<file path="src/acr_pkg.sv">
package acr_pkg;

  localparam int ACR_W = 32;

  // Coprocessor decode of the register
  localparam logic [3:0] ACR_CP_NUM  = 4'hf;
  localparam logic [2:0] ACR_OPC1    = 3'h0;
  localparam logic [3:0] ACR_CRN     = 4'h1;
  localparam logic [3:0] ACR_CRM     = 4'h0;
  localparam logic [2:0] ACR_OPC2    = 3'h1;

  // Field positions
  localparam int ACR_DUAL_BIT   = 28;
  localparam int ACR_ITC_BIT    = 18;
  localparam int ACR_RS_BIT     = 17;
  localparam int ACR_BP_HI      = 16;
  localparam int ACR_BP_LO      = 15;
  localparam int ACR_PF_HI      = 14;
  localparam int ACR_PF_LO      = 13;
  localparam int ACR_RA_BIT     = 12;
  localparam int ACR_WB_BIT     = 11;
  localparam int ACR_DMB_BIT    = 10;
  localparam int ACR_EXCLUSIVE_CACHE_MODE_BIT   = 7;
  localparam int ACR_COH_BIT    = 6;

  // Implemented bits; everything else reads zero
  localparam logic [31:0] ACR_IMPL_MASK = 32'h1007_fcc0;
  localparam logic [31:0] ACR_COH_MASK  = 32'h0000_0040;
  localparam logic [31:0] ACR_RESET     = 32'h0000_0000;

  typedef enum logic [1:0]
  {
    ACR_BP_NORMAL    = 2'h0,
    ACR_BP_TAKEN     = 2'h1,
    ACR_BP_NOT_TAKEN = 2'h2,
    ACR_BP_RSVD      = 2'h3
  } acr_bp_t;

  typedef struct packed
  {
    logic       valid;
    logic       write;
    logic [3:0] cp_num;
    logic [2:0] opc1;
    logic [3:0] crn;
    logic [3:0] crm;
    logic [2:0] opc2;
    logic       privileged;
    logic       nonsecure;
    logic [31:0] wdata;
  } acr_req_t;

  typedef struct packed
  {
    logic        done;
    logic        undef;
    logic [31:0] rdata;
  } acr_rsp_t;

  typedef struct packed
  {
    logic        branch_dual_issue_off;
    logic        indirect_target_cache_off;
    logic        return_stack_off;
    acr_bp_t     prediction_policy;
    logic [1:0]  prefetch_depth;
    logic        read_allocate_off;
    logic        write_burst_off;
    logic        barrier_optimisation_off;
    logic        exclusive_cache_mode;
    logic        coherency_enable;
  } acr_ctrl_t;

  function automatic logic acr_hit(input acr_req_t r);
    return r.valid && r.cp_num == ACR_CP_NUM && r.opc1 == ACR_OPC1 &&
           r.crn == ACR_CRN && r.crm == ACR_CRM && r.opc2 == ACR_OPC2;
  endfunction

endpackage
</file>
<file path="src/acr_access.sv">
module acr_access
  import acr_pkg::*;
(
  // Request
  input  wire acr_req_t    req_i,
  input  wire logic        nonsecure_coherency_permit_i,
  input  wire logic        secure_sysctl_write_lock_i,
  // Decision
  output logic             hit_o,
  output logic             undef_o,
  output logic             wr_en_o,
  output logic [31:0]      wr_mask_o
);

  always_comb
  begin
    hit_o     = acr_hit(req_i);
    undef_o   = 1'b0;
    wr_en_o   = 1'b0;
    wr_mask_o = 32'h0000_0000;
    if (hit_o)
    begin
      if (!req_i.privileged)
        undef_o = 1'b1;
      else if (req_i.write)
      begin
        if (!req_i.nonsecure)
        begin
          if (secure_sysctl_write_lock_i)
            undef_o = 1'b1;
          else
          begin
            wr_en_o   = 1'b1;
            wr_mask_o = ACR_IMPL_MASK;
          end
        end
        else if (nonsecure_coherency_permit_i)
        begin
          wr_en_o   = 1'b1;
          wr_mask_o = ACR_COH_MASK;
        end
      end
    end
  end

endmodule

</file>
<file path="src/acr_aux_core_control.sv">
// Behaviour
// - Only privileged modes access register
// - One unbanked copy for both states
// - Secure writable; nonsecure read-only without permit
// - Nonsecure permitted writes touch coherency only
// - Locked secure write raises undefined
// - Bit 28 stops branch dual issue
// - Bit 18 disables indirect target cache
// - Bit 17 disables return stack
// - Bits 16:15 choose prediction policy
// - Bits 14:13 cap hardware prefetches
// - Bit 12 disables read allocate
// - Bit 11 disables write bursts
// - Bit 10 disables optimised barrier
// - Bit 7 selects exclusive caching
// - Exclusive: L2 fill only on evictions
// - Bit 6 treats shared as cacheable
// - Decoded at op1 0 c1 c0 op2 1
module acr_aux_core_control
  import acr_pkg::*;
#(
  parameter logic [31:0] RESET_VALUE = ACR_RESET
)
(
  // Clock and reset
  input  wire logic        clk_i,
  input  wire logic        rst_i,
  // Coprocessor transfer
  input  wire acr_req_t    req_i,
  output acr_rsp_t         rsp_o,
  // Security inputs
  input  wire logic        nonsecure_coherency_permit_i,
  input  wire logic        secure_sysctl_write_lock_i,
  // Line state for L2 forwarding decision
  input  wire logic        l1_evict_i,
  input  wire logic        line_wb_cacheable_i,
  input  wire logic        line_l1_allocated_i,
  // Controls to the core
  output acr_ctrl_t        ctrl_o,
  output logic             l2_fill_allow_o,
  output logic [1:0]       prefetch_limit_o
);

  logic [31:0] value_ff;
  logic [31:0] nxt_value;
  acr_rsp_t    rsp_ff;
  acr_rsp_t    nxt_rsp;
  acr_ctrl_t   ctrl_ff;
  acr_ctrl_t   nxt_ctrl;
  logic        l2_fill_ff;
  logic        nxt_l2_fill;
  logic [1:0]  pf_ff;
  logic [1:0]  nxt_pf;

  logic        hit;
  logic        undef;
  logic        wr_en;
  logic [31:0] wr_mask;
  acr_ctrl_t   dec_ctrl;

  acr_access u_access
  (
    .req_i                        (req_i),
    .nonsecure_coherency_permit_i (nonsecure_coherency_permit_i),
    .secure_sysctl_write_lock_i   (secure_sysctl_write_lock_i),
    .hit_o                        (hit),
    .undef_o                      (undef),
    .wr_en_o                      (wr_en),
    .wr_mask_o                    (wr_mask)
  );

  acr_decode u_decode
  (
    .value_i (value_ff),
    .ctrl_o  (dec_ctrl)
  );

  always_comb
  begin
    nxt_value = value_ff;
    if (wr_en)
      nxt_value = ((value_ff & ~wr_mask) | (req_i.wdata & wr_mask)) & ACR_IMPL_MASK;
  end

  always_comb
  begin
    nxt_rsp       = '0;
    nxt_rsp.done  = hit;
    nxt_rsp.undef = undef;
    if (hit && !req_i.write && !undef)
      nxt_rsp.rdata = value_ff & ACR_IMPL_MASK;
  end

  always_comb
  begin
    nxt_ctrl = dec_ctrl;
    nxt_pf   = dec_ctrl.prefetch_depth;
    // In exclusive mode L2 gets only evicted WB allocated lines
    if (dec_ctrl.exclusive_cache_mode)
      nxt_l2_fill = l1_evict_i && line_wb_cacheable_i && line_l1_allocated_i;
    else
      nxt_l2_fill = 1'b1;
  end

  always_ff @(posedge clk_i or posedge rst_i)
  begin
    if (rst_i)
    begin
      value_ff   <= RESET_VALUE & ACR_IMPL_MASK;
      rsp_ff     <= '0;
      ctrl_ff    <= '0;
      l2_fill_ff <= 1'b1;
      pf_ff      <= 2'h0;
    end
    else
    begin
      value_ff   <= nxt_value;
      rsp_ff     <= nxt_rsp;
      ctrl_ff    <= nxt_ctrl;
      l2_fill_ff <= nxt_l2_fill;
      pf_ff      <= nxt_pf;
    end
  end

  assign rsp_o            = rsp_ff;
  assign ctrl_o           = ctrl_ff;
  assign l2_fill_allow_o  = l2_fill_ff;
  assign prefetch_limit_o = pf_ff;

  unpriv_no_write_a : assert property (@(posedge clk_i) disable iff (rst_i)
    (acr_hit(req_i) && !req_i.privileged) |=> value_ff == $past(value_ff) && rsp_o.undef)
    else $error("unprivileged access not refused");

  ns_ro_a : assert property (@(posedge clk_i) disable iff (rst_i)
    (acr_hit(req_i) && req_i.nonsecure && !nonsecure_coherency_permit_i)
      |=> value_ff == $past(value_ff))
    else $error("nonsecure write changed value without permit");

  ns_coh_only_a : assert property (@(posedge clk_i) disable iff (rst_i)
    (acr_hit(req_i) && req_i.write && req_i.privileged && req_i.nonsecure &&
     nonsecure_coherency_permit_i)
      |=> (value_ff & ~ACR_COH_MASK) == ($past(value_ff) & ~ACR_COH_MASK) &&
          value_ff[ACR_COH_BIT] == $past(req_i.wdata[ACR_COH_BIT]))
    else $error("nonsecure permitted write wrong");

  lock_undef_a : assert property (@(posedge clk_i) disable iff (rst_i)
    (acr_hit(req_i) && req_i.write && req_i.privileged && !req_i.nonsecure &&
     secure_sysctl_write_lock_i) |=> rsp_o.undef && $stable(value_ff))
    else $error("locked secure write not undefined");

  sec_write_a : assert property (@(posedge clk_i) disable iff (rst_i)
    (acr_hit(req_i) && req_i.write && req_i.privileged && !req_i.nonsecure &&
     !secure_sysctl_write_lock_i) |=> value_ff == ($past(req_i.wdata) & ACR_IMPL_MASK))
    else $error("secure write not stored");

  rsvd_zero_a : assert property (@(posedge clk_i) disable iff (rst_i)
    (rsp_o.rdata & ~ACR_IMPL_MASK) == 32'h0000_0000)
    else $error("reserved bits read nonzero");

  dual_off_a : assert property (@(posedge clk_i) disable iff (rst_i)
    ##1 ctrl_o.branch_dual_issue_off == $past(value_ff[ACR_DUAL_BIT]))
    else $error("dual issue control mismatch");

  exclusive_cache_mode_fill_a : assert property (@(posedge clk_i) disable iff (rst_i)
    (dec_ctrl.exclusive_cache_mode && !l1_evict_i) |=> !l2_fill_allow_o)
    else $error("L2 fill without eviction in exclusive mode");

  decode_a : assert property (@(posedge clk_i) disable iff (rst_i)
    (req_i.valid && req_i.opc2 != ACR_OPC2) |=> !rsp_o.done)
    else $error("wrong opcode accepted");

  read_back_a : assert property (@(posedge clk_i) disable iff (rst_i)
    (acr_hit(req_i) && !req_i.write && req_i.privileged)
      |=> rsp_o.done && rsp_o.rdata == $past(value_ff))
    else $error("read data differs from stored value");

  unpriv_nodata_a : assert property (@(posedge clk_i) disable iff (rst_i)
    (acr_hit(req_i) && !req_i.privileged) |=> rsp_o.rdata == 32'h0000_0000)
    else $error("unprivileged access returned data");

  ns_quiet_a : assert property (@(posedge clk_i) disable iff (rst_i)
    (acr_hit(req_i) && req_i.write && req_i.privileged && req_i.nonsecure &&
     !nonsecure_coherency_permit_i) |=> rsp_o.done && !rsp_o.undef)
    else $error("refused nonsecure write misreported");

  pf_limit_a : assert property (@(posedge clk_i) disable iff (rst_i)
    ##1 prefetch_limit_o == $past(value_ff[ACR_PF_HI:ACR_PF_LO]))
    else $error("prefetch limit mismatch");

  coh_ctrl_a : assert property (@(posedge clk_i) disable iff (rst_i)
    ##1 ctrl_o.coherency_enable == $past(value_ff[ACR_COH_BIT]))
    else $error("coherency control mismatch");

  incl_fill_a : assert property (@(posedge clk_i) disable iff (rst_i)
    !dec_ctrl.exclusive_cache_mode |=> l2_fill_allow_o)
    else $error("L2 fill blocked outside exclusive mode");

endmodule

</file>
<file path="src/acr_decode.sv">
module acr_decode
  import acr_pkg::*;
(
  // Stored value
  input  wire logic [31:0] value_i,
  // Fields
  output acr_ctrl_t        ctrl_o
);

  always_comb
  begin
    ctrl_o.branch_dual_issue_off     = value_i[ACR_DUAL_BIT];
    ctrl_o.indirect_target_cache_off = value_i[ACR_ITC_BIT];
    ctrl_o.return_stack_off          = value_i[ACR_RS_BIT];
    ctrl_o.prediction_policy         = acr_bp_t'(value_i[ACR_BP_HI:ACR_BP_LO]);
    ctrl_o.prefetch_depth            = value_i[ACR_PF_HI:ACR_PF_LO];
    ctrl_o.read_allocate_off         = value_i[ACR_RA_BIT];
    ctrl_o.write_burst_off           = value_i[ACR_WB_BIT];
    ctrl_o.barrier_optimisation_off  = value_i[ACR_DMB_BIT];
    ctrl_o.exclusive_cache_mode      = value_i[ACR_EXCLUSIVE_CACHE_MODE_BIT];
    ctrl_o.coherency_enable          = value_i[ACR_COH_BIT];
  end

endmodule

</file>
<file path="config.mk">
export PLATFORM = sky130hd
export DESIGN_NAME = acr_aux_core_control
export DESIGN_NICKNAME = d
export VERILOG_FILES = /design/src/acr_pkg.sv /design/src/acr_access.sv /design/src/acr_aux_core_control.sv /design/src/acr_decode.sv
export SDC_FILE = /design/constraint.sdc
export NUM_CORES = 1
export LEC_CHECK = 0
export ABC_AREA = 1
export BUFFER_PORTS_ARGS = -buffer_cell sky130_fd_sc_hd__buf_2
export CAP_MARGIN = 20
export CORE_UTILIZATION = 45
export DETAILED_ROUTE_END_ITERATION = 8
export GPL_ROUTABILITY_DRIVEN = 0
export PLACE_DENSITY_LB_ADDON = 0.2
export SYNTH_ARGS = -nofsm -noshare
export SYNTH_HDL_FRONTEND = slang
export SYNTH_SLANG_ARGS = --single-unit
</file>
<file path="constraint.sdc">
create_clock -name clk_i -period 2.3 [get_ports clk_i]
set_input_delay 0.23 -clock clk_i [delete_from_list [all_inputs] [get_ports clk_i]]
set_output_delay 0.23 -clock clk_i [all_outputs]
set_load 0.03 [all_outputs]
</file>
After elaboration in Yosys (flattened, before gate mapping) --
Cells that the tools add are included. Widths: inputs -> output; s select.
Word-level totals: register bits after elaboration 56, logic and storage cells 54
Cells by class: reduce and logical (&&, ||, !) cells 13, multiplexer cells 19, bitwise gates (word level) 4, equal/unequal tests 3
Operators with widths (count):
- $mux 29 | 6
- $and 29x29->29 | 2
- $not 29->29 | 1
- $or 29x29->29 | 1
- $mux 1 | 12
- $logic_and 1x1->1 | 9
- $mux 7 | 1
- $eq 4x1->1 const B | 1
- $eq 4x4->1 const B | 1
- $logic_not 4->1 | 1
- $eq 3x1->1 const B | 1
- $logic_not 3->1 | 1
- $logic_not 1->1 | 2

Logic depth before layout (Yosys ltp) --
Gate-level depths: netlist of the first run.
word-level depth 10, mapped depth 9, depth with buffers taken out 8

Cells and area by module --
From an unflattened synthesis of the first run, not the netlist that was laid out.
Unflattened totals: cells, all modules 219, area, all modules 1963.1 um2
Modules (own cells, without submodules):
- acr_aux_core_control | area an instance 1483.9 um2, cells each 143, instances 1
- acr_access | area an instance 389.1 um2, cells each 64, instances 1
- acr_decode | area an instance 90.1 um2, cells each 12, instances 1

Worst setup path before layout of the first run --
Ideal clock, no wire load.
path type input-to-reg, start point input port req_i[35] in the netlist's numbering, end point register (tool-made name), stages 9, arrival time 994 ps, library setup time 117 ps, required time 2183 ps, path slack 1189 ps, buffers on the path 1, cells stage by stage inv_1 > nand2_1 > nor2_1 > nand2_2 > nor2_8 > nand3_2 > buf_6 > nand2_1 > nand2_1
RTL lines:
- from (decl) | RTL line acr_aux_core_control.sv:29 | input wire acr_req_t req_i,

==> results by group, run 1 <==
Run status
  – Status: completed

Drt
  – Post-route DRC violation count: 0
  – Routed Antenna Nets: 0
  – Pre-Repair DR Iteration Count: 4
  – DR vias: ~1200
  – 1st-iter DRT viols: 85
  – Routed len/inst: 9.64 um
  – DR vias/cell: 4.29
  – Wirelength, routed: roughly 2.7 mm

Critical path
  – Crit Path Max Fanout: 12
  – Critical Path RT: ~2500 ps
  – Setup CP Type: input port to flip-flop
  – Crit path from: req_i[52]
  – WP data arrival: roughly 1400 ps
  – Reg-to-reg setup timing slack: ~1700 ps
  – Critical Path Sink Type: flip-flop
  – Reg2Reg Depth: 2
  – Startpoint types: input port

Clock tree
  – Post-CTS sizing: 0
  – Post-CTS Setup Inserts: 0
  – CTS tree: yes
  – Num CTS Buffers: 5
  – CTS hold repair buffers: 0
  – CTS max path bufs: 2
  – Worst skew pair latency: between 200 and 300 ps
  – Clock Sinks: 39
  – CTS H-tree depth: 2
  – Root buffer cell: clkbuf_8
  – Clk slew on worst S/H paths: about 70 ps

Global routing
  – Largest net degree at the start of global routing: 40
  – GRT Util Overall: 15.4%
  – GR Overflow Total: 0
  – First-pass GRT wire length: about 4.7 mm
  – Number of global-route vias before repair: between 1000 and 1500
  – Antenna violations before repair: 0

Pwr
  – Logic gate share of total power: under 10%
  – Sequential share of power: 55.1%
  – VDD IR-drop max: roughly 0.3 mV
  – Cell Pwr Density: about 600 nW/um2
  – Static leakage: approximately 1.2 nW
  – Int Pwr: about 950 uW
  – Switching share of power: around a quarter
  – Net Switching: between 200 and 300 uW
  – Power share of the clock group: about 36%

Flow run
  – Max cap viols: 0

Yosys
  – Number of cells produced by synthesis: between 150 and 200
  – Post-synth top area share: 56.0%
  – Sequential-to-total area share from yosys stat: between 50% and 60%
  – Ranking of synthesized cells by area: dfrtp_1 (56%), buf_4 (9.7%), nand2_1 (7.5%)
  – Netlist cell types: 20
  – Number of synthesized register bits: 39
  – Yosys top cell by area: dfrtp_1
  – Average cell area after synthesis: 10.2 um2
  – YS warnings: 0
  – Synthesized area: approximately 1700 um2

Layout
  – Antenna cells: 0
  – Commonest cells after routing, fill and taps aside: buf_2 (69), dfrtp_1 (38), nand2_1 (34), inv_1 (22), conb_1 (20)
  – NumNets Final: 298
  – Area Overhead vs Synth: 21.7%
  – Final core occ: around three fifths
  – Commonest non-fill, non-tap cell in the layout: buf_2
  – Share of cells above drive strength 1: 42.6%

STA
  – Final critical-path share of the clock period: 53.5%
  – Unrepaired setup endpoints after global routing: no
  – Relative slew slack: approximately 65%
  – Setup_tns: 0 ps
  – Measured slew at the worst slew-check pin: 520 ps
  – Final clock skew: around 1.6 ps
  – Post-route minimum period: about 1200 ps
  – Fmax: between 800 and 900 MHz
  – Final hold vios: 0
  – Fin. max-slew vios: 0
  – Final setup violation count: 0

Die
  – Die H: ~63 um
  – Die X: ~63 um
  – Initial Utilization: approximately half
  – Row count: 21
  – IO Count: 110
  – Area of the core: 3470 um2
  – Die ar.: ~4000 um2

Place
  – PortBufs: approximately 70
  – DP HPWL: 1.96 mm

Min path
  – Worst Hold Class: input port to async pin
## cell families after synthesis
family	share of synthesized area (%)
and+or+nand+nor	24.4
buffers and inverters	17.4
DFF	57.6
AOI/OAI and AO/OA	0.442
other	0.221
## layer usage
metal | vias up | global-route usage, % | wire (um)
met5 | - | 0 | 0
met4 | 0 | 5.97 | 25
met3 | 4 | 4.71 | 230
met2 | 70 | 25.0 | 1280
met1 | 537 | 19.1 | 1190
li1 | 602 | - | -
## critical path, cell delays in order
cell and delay (ps):
buf_2 100, inv_1 90, nor3_4 420, nand3_2 350, nand2_1 150, nand2_1 60
## cell usage after synthesis
master	n
nand2_2	2
nand3_2	2
buf_6	3
buf_2	2
inv_2	1
conb_1	1
and2_1	1
nand4_1	11
inv_1	22
dfstp_2	1
nand2_1	34
nor2_2	14
nor2_1	6
nor2_8	1
nand3_1	3
nand3_4	1
nor3_4	1
buf_4	22
a211oi_1	1
dfrtp_1	38
## power by group through the flow
stage               clock network [mW]  logic (mW)  registers, mW
floorplan                            0      0.0985          0.699
global placement                     0       0.116          0.699
detailed placement                   0       0.116          0.699
CTS                              0.458       0.116          0.686
global route                     0.493       0.128          0.685
finish                           0.443       0.115          0.686
## through the flow
| stage | cells | instance area (um2) | power [mW] | hold WS [ps] | setup slack [ps] |
|---|---|---|---|---|---|
| global route | 283 | 2070 | 1.31 | 86.6 | 938 |
| floorplan | 186 | 1770 | 0.797 | 323 | 1180 |
| finish | 283 | 2070 | 1.24 | 54.2 | 1070 |
| detailed placement | 276 | 1980 | 0.815 | 363 | 797 |
| CTS | 283 | 2070 | 1.26 | 64.6 | 1080 |
| global placement | 276 | 1980 | 0.815 | 364 | 803 |
## how the worst max path moves through the flow
stage | to | slack, ps | cells after the start
after floorplan | async pin | 1180 | 1
after global placement | flip-flop | 800 | 6
after detailed placement | flip-flop | 800 | 9
after CTS | l2_fill_allow_o | 1080 | 1
after global routing | flip-flop | 940 | 6
final | flip-flop | 1070 | 6
## cell type report
class,instances,area (um2)
Sequential cell,39,977
Timing Repair Buffer,71,360
Clock buffer,6,82.6
Fill cell,329,1400
Tap cell,46,57.6
Clock inverter,1,5.00
Multi-Input combinational cell,97,497
Inverter,23,86.3
(Power assumes the default switching activity.)
==> run 2: changes to the inputs <==
--- a/config.mk
+++ b/config.mk
@@ -8,7 +8,7 @@
 export ABC_AREA = 1
 export BUFFER_PORTS_ARGS = -buffer_cell sky130_fd_sc_hd__buf_2
 export CAP_MARGIN = 20
-export CORE_UTILIZATION = 45
+export CORE_UTILIZATION = 42
 export DETAILED_ROUTE_END_ITERATION = 8
 export GPL_ROUTABILITY_DRIVEN = 0
 export PLACE_DENSITY_LB_ADDON = 0.2
==> constraint.sdc (replaced) <==
create_clock -name clk_i -period 1.25 [get_ports clk_i]
set_input_delay 0.125 -clock clk_i [delete_from_list [all_inputs] [get_ports clk_i]]
set_output_delay 0.125 -clock clk_i [all_outputs]
set_load 0.03 [all_outputs]
==> run 2 against run 1 <==
Non-clock buffer count up 3. Cell count up 2.1%. Critical path type is now flip-flop to output pin. Worst setup slack worse by 930 ps. Largest power group unchanged. Combinational power up 95%. Flip-flop and latch count unchanged. Sequential power up 84%. Count of clock-buffer cells in the layout unchanged. Die area up 6.9%. Clock skew up 4.3 ps. Utilization down 3.8 points.
==> results by group, run 2 (synthesis results as in run 1) <==
Layout
  – Commonest non-fill, non-tap cell in the layout: buf_2 (unchanged)
  – NumNets Final: 301 (was 298)
  – Share of cells above drive strength 1: 42.7% (was 42.6%)
  – Antenna cells: 0 (unchanged)
  – Commonest cells after routing, fill and taps aside: buf_2 (69), dfrtp_1 (38), nand2_1 (34), inv_1 (22), conb_1 (20) (unchanged)
  – Area Overhead vs Synth: 23.9% (was 21.7%)
  – Design area: 2100 um2 (was 2070 um2)

Critical path
  – Critical path, cell by cell: buf_2 (was buf_2 -> inv_1 -> nor3_4 -> nand3_2 -> nand2_1 -> nand2_1)
  – Critical Path Sink Type: output pin (was flip-flop)
  – Crit Path Max Fanout: 1 (was 12)
  – Worst stage delay on the critical path: 510 ps (was 420 ps)
  – Largest delay contributor family on the critical path: flip-flops (was simple AND/OR/NAND/NOR gates)
  – Startpoint types: flip-flop (was input port)
  – WP data arrival: 980 ps (was 1400 ps)
  – Slowest CP cell: dfstp_2 (was nor3_4)
  – Critical Path RT: 1120 ps (was 2470 ps)
  – Setup CP Type: flip-flop to output pin (was input port to flip-flop)
  – Buffers plus inverters on the worst setup path: 1 (was 2)

Flow run
  – Max cap viols: 0 (unchanged)

Global routing
  – GR Overflow Total: 0 (unchanged)
  – Largest net degree at the start of global routing: 40 (unchanged)
  – First-pass GRT wire length: 4.73 mm (was 4.67 mm)
  – Number of global-route vias before repair: 1125 (was 1084)
  – Antenna violations before repair: 0 (unchanged)
  – GRT Util Overall: 15.3% (was 15.4%)

Die
  – Initial Utilization: 45.0% (was 49.0%)
  – Area of the core: 3770 um2 (was 3470 um2)
  – Row count: 22 (was 21)
  – Die H: 65.6 um (was 63.4 um)
  – IO Count: 110 (unchanged)
  – Die ar.: 4300 um2 (was 4020 um2)
  – Die X: 65.6 um (was 63.4 um)

Clock tree
  – Post-CTS sizing: 0 (unchanged)
  – CTS max path bufs: 2 (unchanged)
  – Root buffer cell: clkbuf_8 (unchanged)
  – Clk slew on worst S/H paths: 80 ps (was 70 ps)
  – Clock Sinks: 39 (unchanged)
  – Num CTS Buffers: 5 (unchanged)
  – Worst skew pair latency: 290 ps (was 280 ps)
  – CTS tree: yes (unchanged)
  – CTS H-tree depth: 2 (unchanged)

STA
  – Setup_tns: 0 ps (unchanged)
  – Final hold vios: 0 (unchanged)
  – Post-route minimum period: between 1000 and 1500 ps
  – Fmax: 903 MHz
  – Final critical-path share of the clock period: roughly nine tenths
  – Unrepaired setup endpoints after global routing: no (unchanged)
  – Fin. max-slew vios: 0 (unchanged)
  – Final setup violation count: 0 (unchanged)
  – Hold Slack: 32.8 ps (was 54.2 ps)
  – Final clock skew: 5.94 ps (was 1.63 ps)
  – Worst Setup Slack, final: 143 ps (was 1070 ps)

Drt
  – Routed len/inst: 10.0 um (was 9.64 um)
  – 1st-iter DRT viols: 54 (was 85)
  – DR vias: 1204 (was 1213)
  – Top Metal Used: met4 (unchanged)
  – DR vias/cell: 4.17 (was 4.29)
  – Wirelength, routed: 2.90 mm (was 2.73 mm)
  – Met2 wire length: 1.41 mm (was 1.28 mm)
  – Met3 Wirelength: 214 um (was 230 um)
  – Post-route DRC violation count: 0 (unchanged)
  – Met1 wire length: 1.24 mm (was 1.19 mm)
  – Pre-Repair DR Iteration Count: 4 (unchanged)
  – Routed Antenna Nets: 0 (unchanged)

Place
  – DP Worst Slack: -10.9 ps (was 797 ps)
  – Placed cell area: 2010 um2 (was 1980 um2)
  – PortBufs: 69 (unchanged)
  – DP HPWL: 2.17 mm (was 1.96 mm)

Pwr
  – Power consumption: 2.29 mW (was 1.24 mW)
  – Static leakage: 1.23 nW (was 1.22 nW)
  – VDD IR-drop max: 0.516 mV (was 0.291 mV)
  – Cell Pwr Density: 1090 nW/um2 (was 602 nW/um2)

Run status
  – Status: completed (unchanged)

Min path
  – Worst Hold Class: input port to flip-flop (was input port to async pin)
==> run 2: cell types whose count changed in the layout (fill, tap and decap cells not counted), sizes merged <==
| cell | before | now |
|---|---|---|
| clkinvlp | 0 | 1 |
| dlygate4sd3 | 0 | 1 |
| buf | 71 | 73 |
==> run 2: area by class of cell <==
type,count,area (um2)
well taps,48,60.1
clock buffers,6,72.6
clock inverters,2,12.5
inverters,23,86.3
flip-flops and latches,39,977
repair buffers,74,398
fillers,367,1670
multi-input cells,97,497
==> run 2: per-layer routing <==
layer | up-vias | track usage [%]
met1 | 530 | 16.7
li1 | 610 | -
met5 | - | 0
met2 | 60 | 26.3
met3 | 4 | 4.69
met4 | 0 | 8.15
==> run 2: repair_timing <==
item | in CTS | in global routing
hold endpoints to repair | 38 | 0
buffers inserted | 0 | 0
hold buffers | 1 | 0
==> run 2: through the flow <==
step	std cells	utilization [%]
2_1_floorplan	186	-
3_3_place_gp	280	53.3
3_5_place_dp	280	53.3
4_1_cts	289	55.8
5_1_grt	289	55.8
6_report	289	55.8
==> run 2: path summary, 6_finish.rpt <==
path / start / endpoint / slack, ps / cells after the start
worst max register to register: flip-flop / flip-flop / 610 / 2
worst max-delay path: l2_fill_allow_o / l2_fill_allow_o / 140 / 1
worst min register to register: flip-flop / ctrl_o[7] / 400 / 0
worst min-delay path: line_wb_cacheable_i / l2_fill_allow_o / 30 / 3
max in group asynchronous: rst_i / l2_fill_allow_o / 580 / 4
min in group asynchronous: rst_i / rsp_o[7] / 420 / 4
==> run 2: power breakdown <==
part | switching, mW | total (mW) | internal (mW)
logic | 0.156 | 0.224 | 0.0678
clock network | 0.411 | 0.801 | 0.389
registers | 0.00000148 | 1.26 | 1.26
total | 0.567 | 2.29 | 1.72
==> run 3: changes to the inputs <==
--- a/config.mk
+++ b/config.mk
@@ -8,10 +8,12 @@
 export ABC_AREA = 1
 export BUFFER_PORTS_ARGS = -buffer_cell sky130_fd_sc_hd__buf_2
 export CAP_MARGIN = 20
-export CORE_UTILIZATION = 42
+export CORE_UTILIZATION = 44
 export DETAILED_ROUTE_END_ITERATION = 8
 export GPL_ROUTABILITY_DRIVEN = 0
+export GPL_TIMING_DRIVEN = 0
 export PLACE_DENSITY_LB_ADDON = 0.2
 export SYNTH_ARGS = -nofsm -noshare
 export SYNTH_HDL_FRONTEND = slang
+export SYNTH_HIERARCHICAL = 1
 export SYNTH_SLANG_ARGS = --single-unit
==> run 3 against run 2 <==
The flow now finishes with violations (negative hold slack). Clock power down 2%. Sequential power about the same. First-iteration DRC count decreased by 13%. Critical path type unchanged.
==> results by group, run 3 <==
Pwr
  – Power share of the clock group: 34.2% (was 35.0%)
  – Cell Pwr Density: 947 nW/um2 (was 1090 nW/um2)
  – Static leakage: 1.42 nW (was 1.23 nW)
  – Sequential share of power: 55.2% (about the same)
  – Logic gate share of total power: 10.6% (was 9.8%)
  – Net Switching: 538 uW (was 567 uW)
  – Int Pwr: 1.75 mW (was 1.72 mW)
  – Switching share of power: 23.5% (was 24.8%)
  – VDD IR-drop max: 0.367 mV (was 0.516 mV)

Clock tree
  – Worst skew pair latency: 280 ps (was 290 ps)
  – Clock Sinks: 39 (unchanged)
  – CTS H-tree depth: 2 (unchanged)
  – Num CTS Buffers: 5 (unchanged)
  – CTS max path bufs: 2 (unchanged)
  – Root buffer cell: clkbuf_8 (unchanged)
  – Clk slew on worst S/H paths: 70 ps (was 80 ps)
  – CTS tree: yes (unchanged)

STA
  – Hold Slack: -20.6 ps (was 32.8 ps)
  – Final clock skew: 5.83 ps (was 5.94 ps)
  – Unrepaired setup endpoints after global routing: no (unchanged)
  – Measured slew at the worst slew-check pin: about 760 ps
  – Fmax: 912 MHz (was 903 MHz)
  – Fin. max-slew vios: 0 (unchanged)
  – Final critical-path share of the clock period: 87.7% (was 88.6%)
  – Final setup violation count: 0 (unchanged)
  – Relative slew slack: between 40% and 50%
  – Post-route minimum period: 1100 ps (was 1110 ps)
  – Final hold vios: 38 (was 0)

Drt
  – Routed Antenna Nets: 0 (unchanged)
  – Wirelength, routed: 3.17 mm (was 2.90 mm)
  – Post-route DRC violation count: 0 (unchanged)
  – DR vias/cell: 4.03 (was 4.17)
  – DR vias: 1386 (was 1204)
  – Routed len/inst: 9.20 um (was 10.0 um)
  – Pre-Repair DR Iteration Count: 4 (unchanged)
  – 1st-iter DRT viols: 47 (was 54)

Die
  – Row count: 22 (unchanged)
  – IO Count: 110 (unchanged)
  – Area of the core: 3800 um2 (was 3770 um2)
  – Die ar.: 4370 um2 (was 4300 um2)
  – Die X: 66.1 um (was 65.6 um)
  – Die H: 66.1 um (was 65.6 um)
  – Initial Utilization: 47.6% (was 45.0%)

Yosys
  – Average cell area after synthesis: 9.14 um2 (was 10.2 um2)
  – YS warnings: 6 (was 0)
  – Number of cells produced by synthesis: 198 (was 167)
  – Synthesized area: 1810 um2 (was 1700 um2)

Critical path
  – WP data arrival: 970 ps (was 980 ps)
  – Buffers plus inverters on the worst setup path: 1 (unchanged)
  – Critical Path RT: 1120 ps (about the same)
  – Crit Path Max Fanout: 1 (unchanged)
  – Critical path, cell by cell: buf_2 (unchanged)
  – Largest delay contributor family on the critical path: flip-flops (unchanged)
  – Critical Path Sink Type: output pin (unchanged)
  – Startpoint types: flip-flop (unchanged)
  – Worst stage delay on the critical path: 510 ps (about the same)
  – Slowest CP cell: dfstp_2 (unchanged)
  – Setup CP Type: flip-flop to output pin (unchanged)

Global routing
  – GRT Util Overall: 16.4% (was 15.3%)
  – GR Overflow Total: 0 (unchanged)
  – Number of global-route vias before repair: 1329 (was 1125)
  – Antenna violations before repair: 0 (unchanged)
  – First-pass GRT wire length: 5.26 mm (was 4.73 mm)
  – Largest net degree at the start of global routing: 40 (unchanged)

Layout
  – NumNets Final: 356 (was 301)
  – Antenna cells: 0 (unchanged)
  – Commonest cells after routing, fill and taps aside: buf_2 (69), buf_4 (47), nand2_1 (43), dfrtp_1 (38), nor2_1 (21) (was buf_2 (69), dfrtp_1 (38), nand2_1 (34), inv_1 (22), conb_1 (20))
  – Commonest non-fill, non-tap cell in the layout: buf_2 (unchanged)
  – Final core occ: 63.5% (was 55.8%)
  – Area Overhead vs Synth: 33.4% (was 23.9%)
  – Share of cells above drive strength 1: 45.3% (was 42.7%)

Run status
  – Violated checks: negative hold slack
  – Status: finished with violations (was completed)

Min path
  – Worst Hold Class: input port to async pin (was input port to flip-flop)

Flow run
  – Max cap viols: 0 (unchanged)

Place
  – DP HPWL: 2.35 mm (was 2.17 mm)
  – PortBufs: 69 (unchanged)
[run 3: routing by layer]
metal | part of all wire [%] | global-route usage, % | vias to the layer above
met5 | 0 | 0 | -
met4 | 1.4 | 7.71 | 0
met1 | 40 | 16.9 | 595
li1 | - | - | 722
met2 | 49 | 28.6 | 65
met3 | 9.6 | 6.55 | 4
[run 3: what timing repair did]
action                                  4_1_cts  5_1_grt
gates resized for setup                       0        8
setup buffers                                 0        1
hold buffers                                  0        0
endpoints found under the setup margin        0       22
[run 3: final cells by class]
cell class | instances | area (um2)
Fill cell | 341 | 1390
Sequential cell | 39 | 977
Multi-Input combinational cell | 109 | 492
Buffer | 48 | 368
Timing Repair Buffer | 70 | 353
Inverter | 22 | 82.6
Clock buffer | 7 | 76.3
Tap cell | 48 | 60.1
Clock inverter | 1 | 5.00
[run 3: per-stage QoR]
step                      TNS [ps]  setup WS (ps)  instances  power [mW]  area (um2)
final                            0            154        344        2.29        2410
after global routing             0           11.6        344        2.39        2410
after CTS                        0           14.5        342        2.31        2370
after detailed placement     -4330           -289        334        1.53        2290
after global placement      -13480           -268        334        1.52        2290
after floorplan                  0           3.08        217        1.45        1880
[run 3: worst paths after layout]
path | cells past startpoint | endpoint | slack, ps | startpoint
min | 2 | async pin | -20 | rst_i
max | 1 | l2_fill_allow_o | 150 | l2_fill_allow_o
max in group asynchronous | 2 | rsp_o[28] | 790 | rst_i
max reg2reg | 1 | ctrl_o[4] | 590 | flip-flop
min in group clk_i | 3 | l2_fill_allow_o | 50 | line_wb_cacheable_i
min reg2reg | 2 | flip-flop | 500 | flip-flop
[run 3: power by group through the flow]
stage | sequential (mW) | clock, mW | combinational (mW)
2_1_floorplan | 1.29 | 0 | 0.166
3_3_place_gp | 1.29 | 0 | 0.239
3_5_place_dp | 1.29 | 0 | 0.241
4_1_cts | 1.26 | 0.809 | 0.241
5_1_grt | 1.26 | 0.864 | 0.267
6_report | 1.26 | 0.781 | 0.243
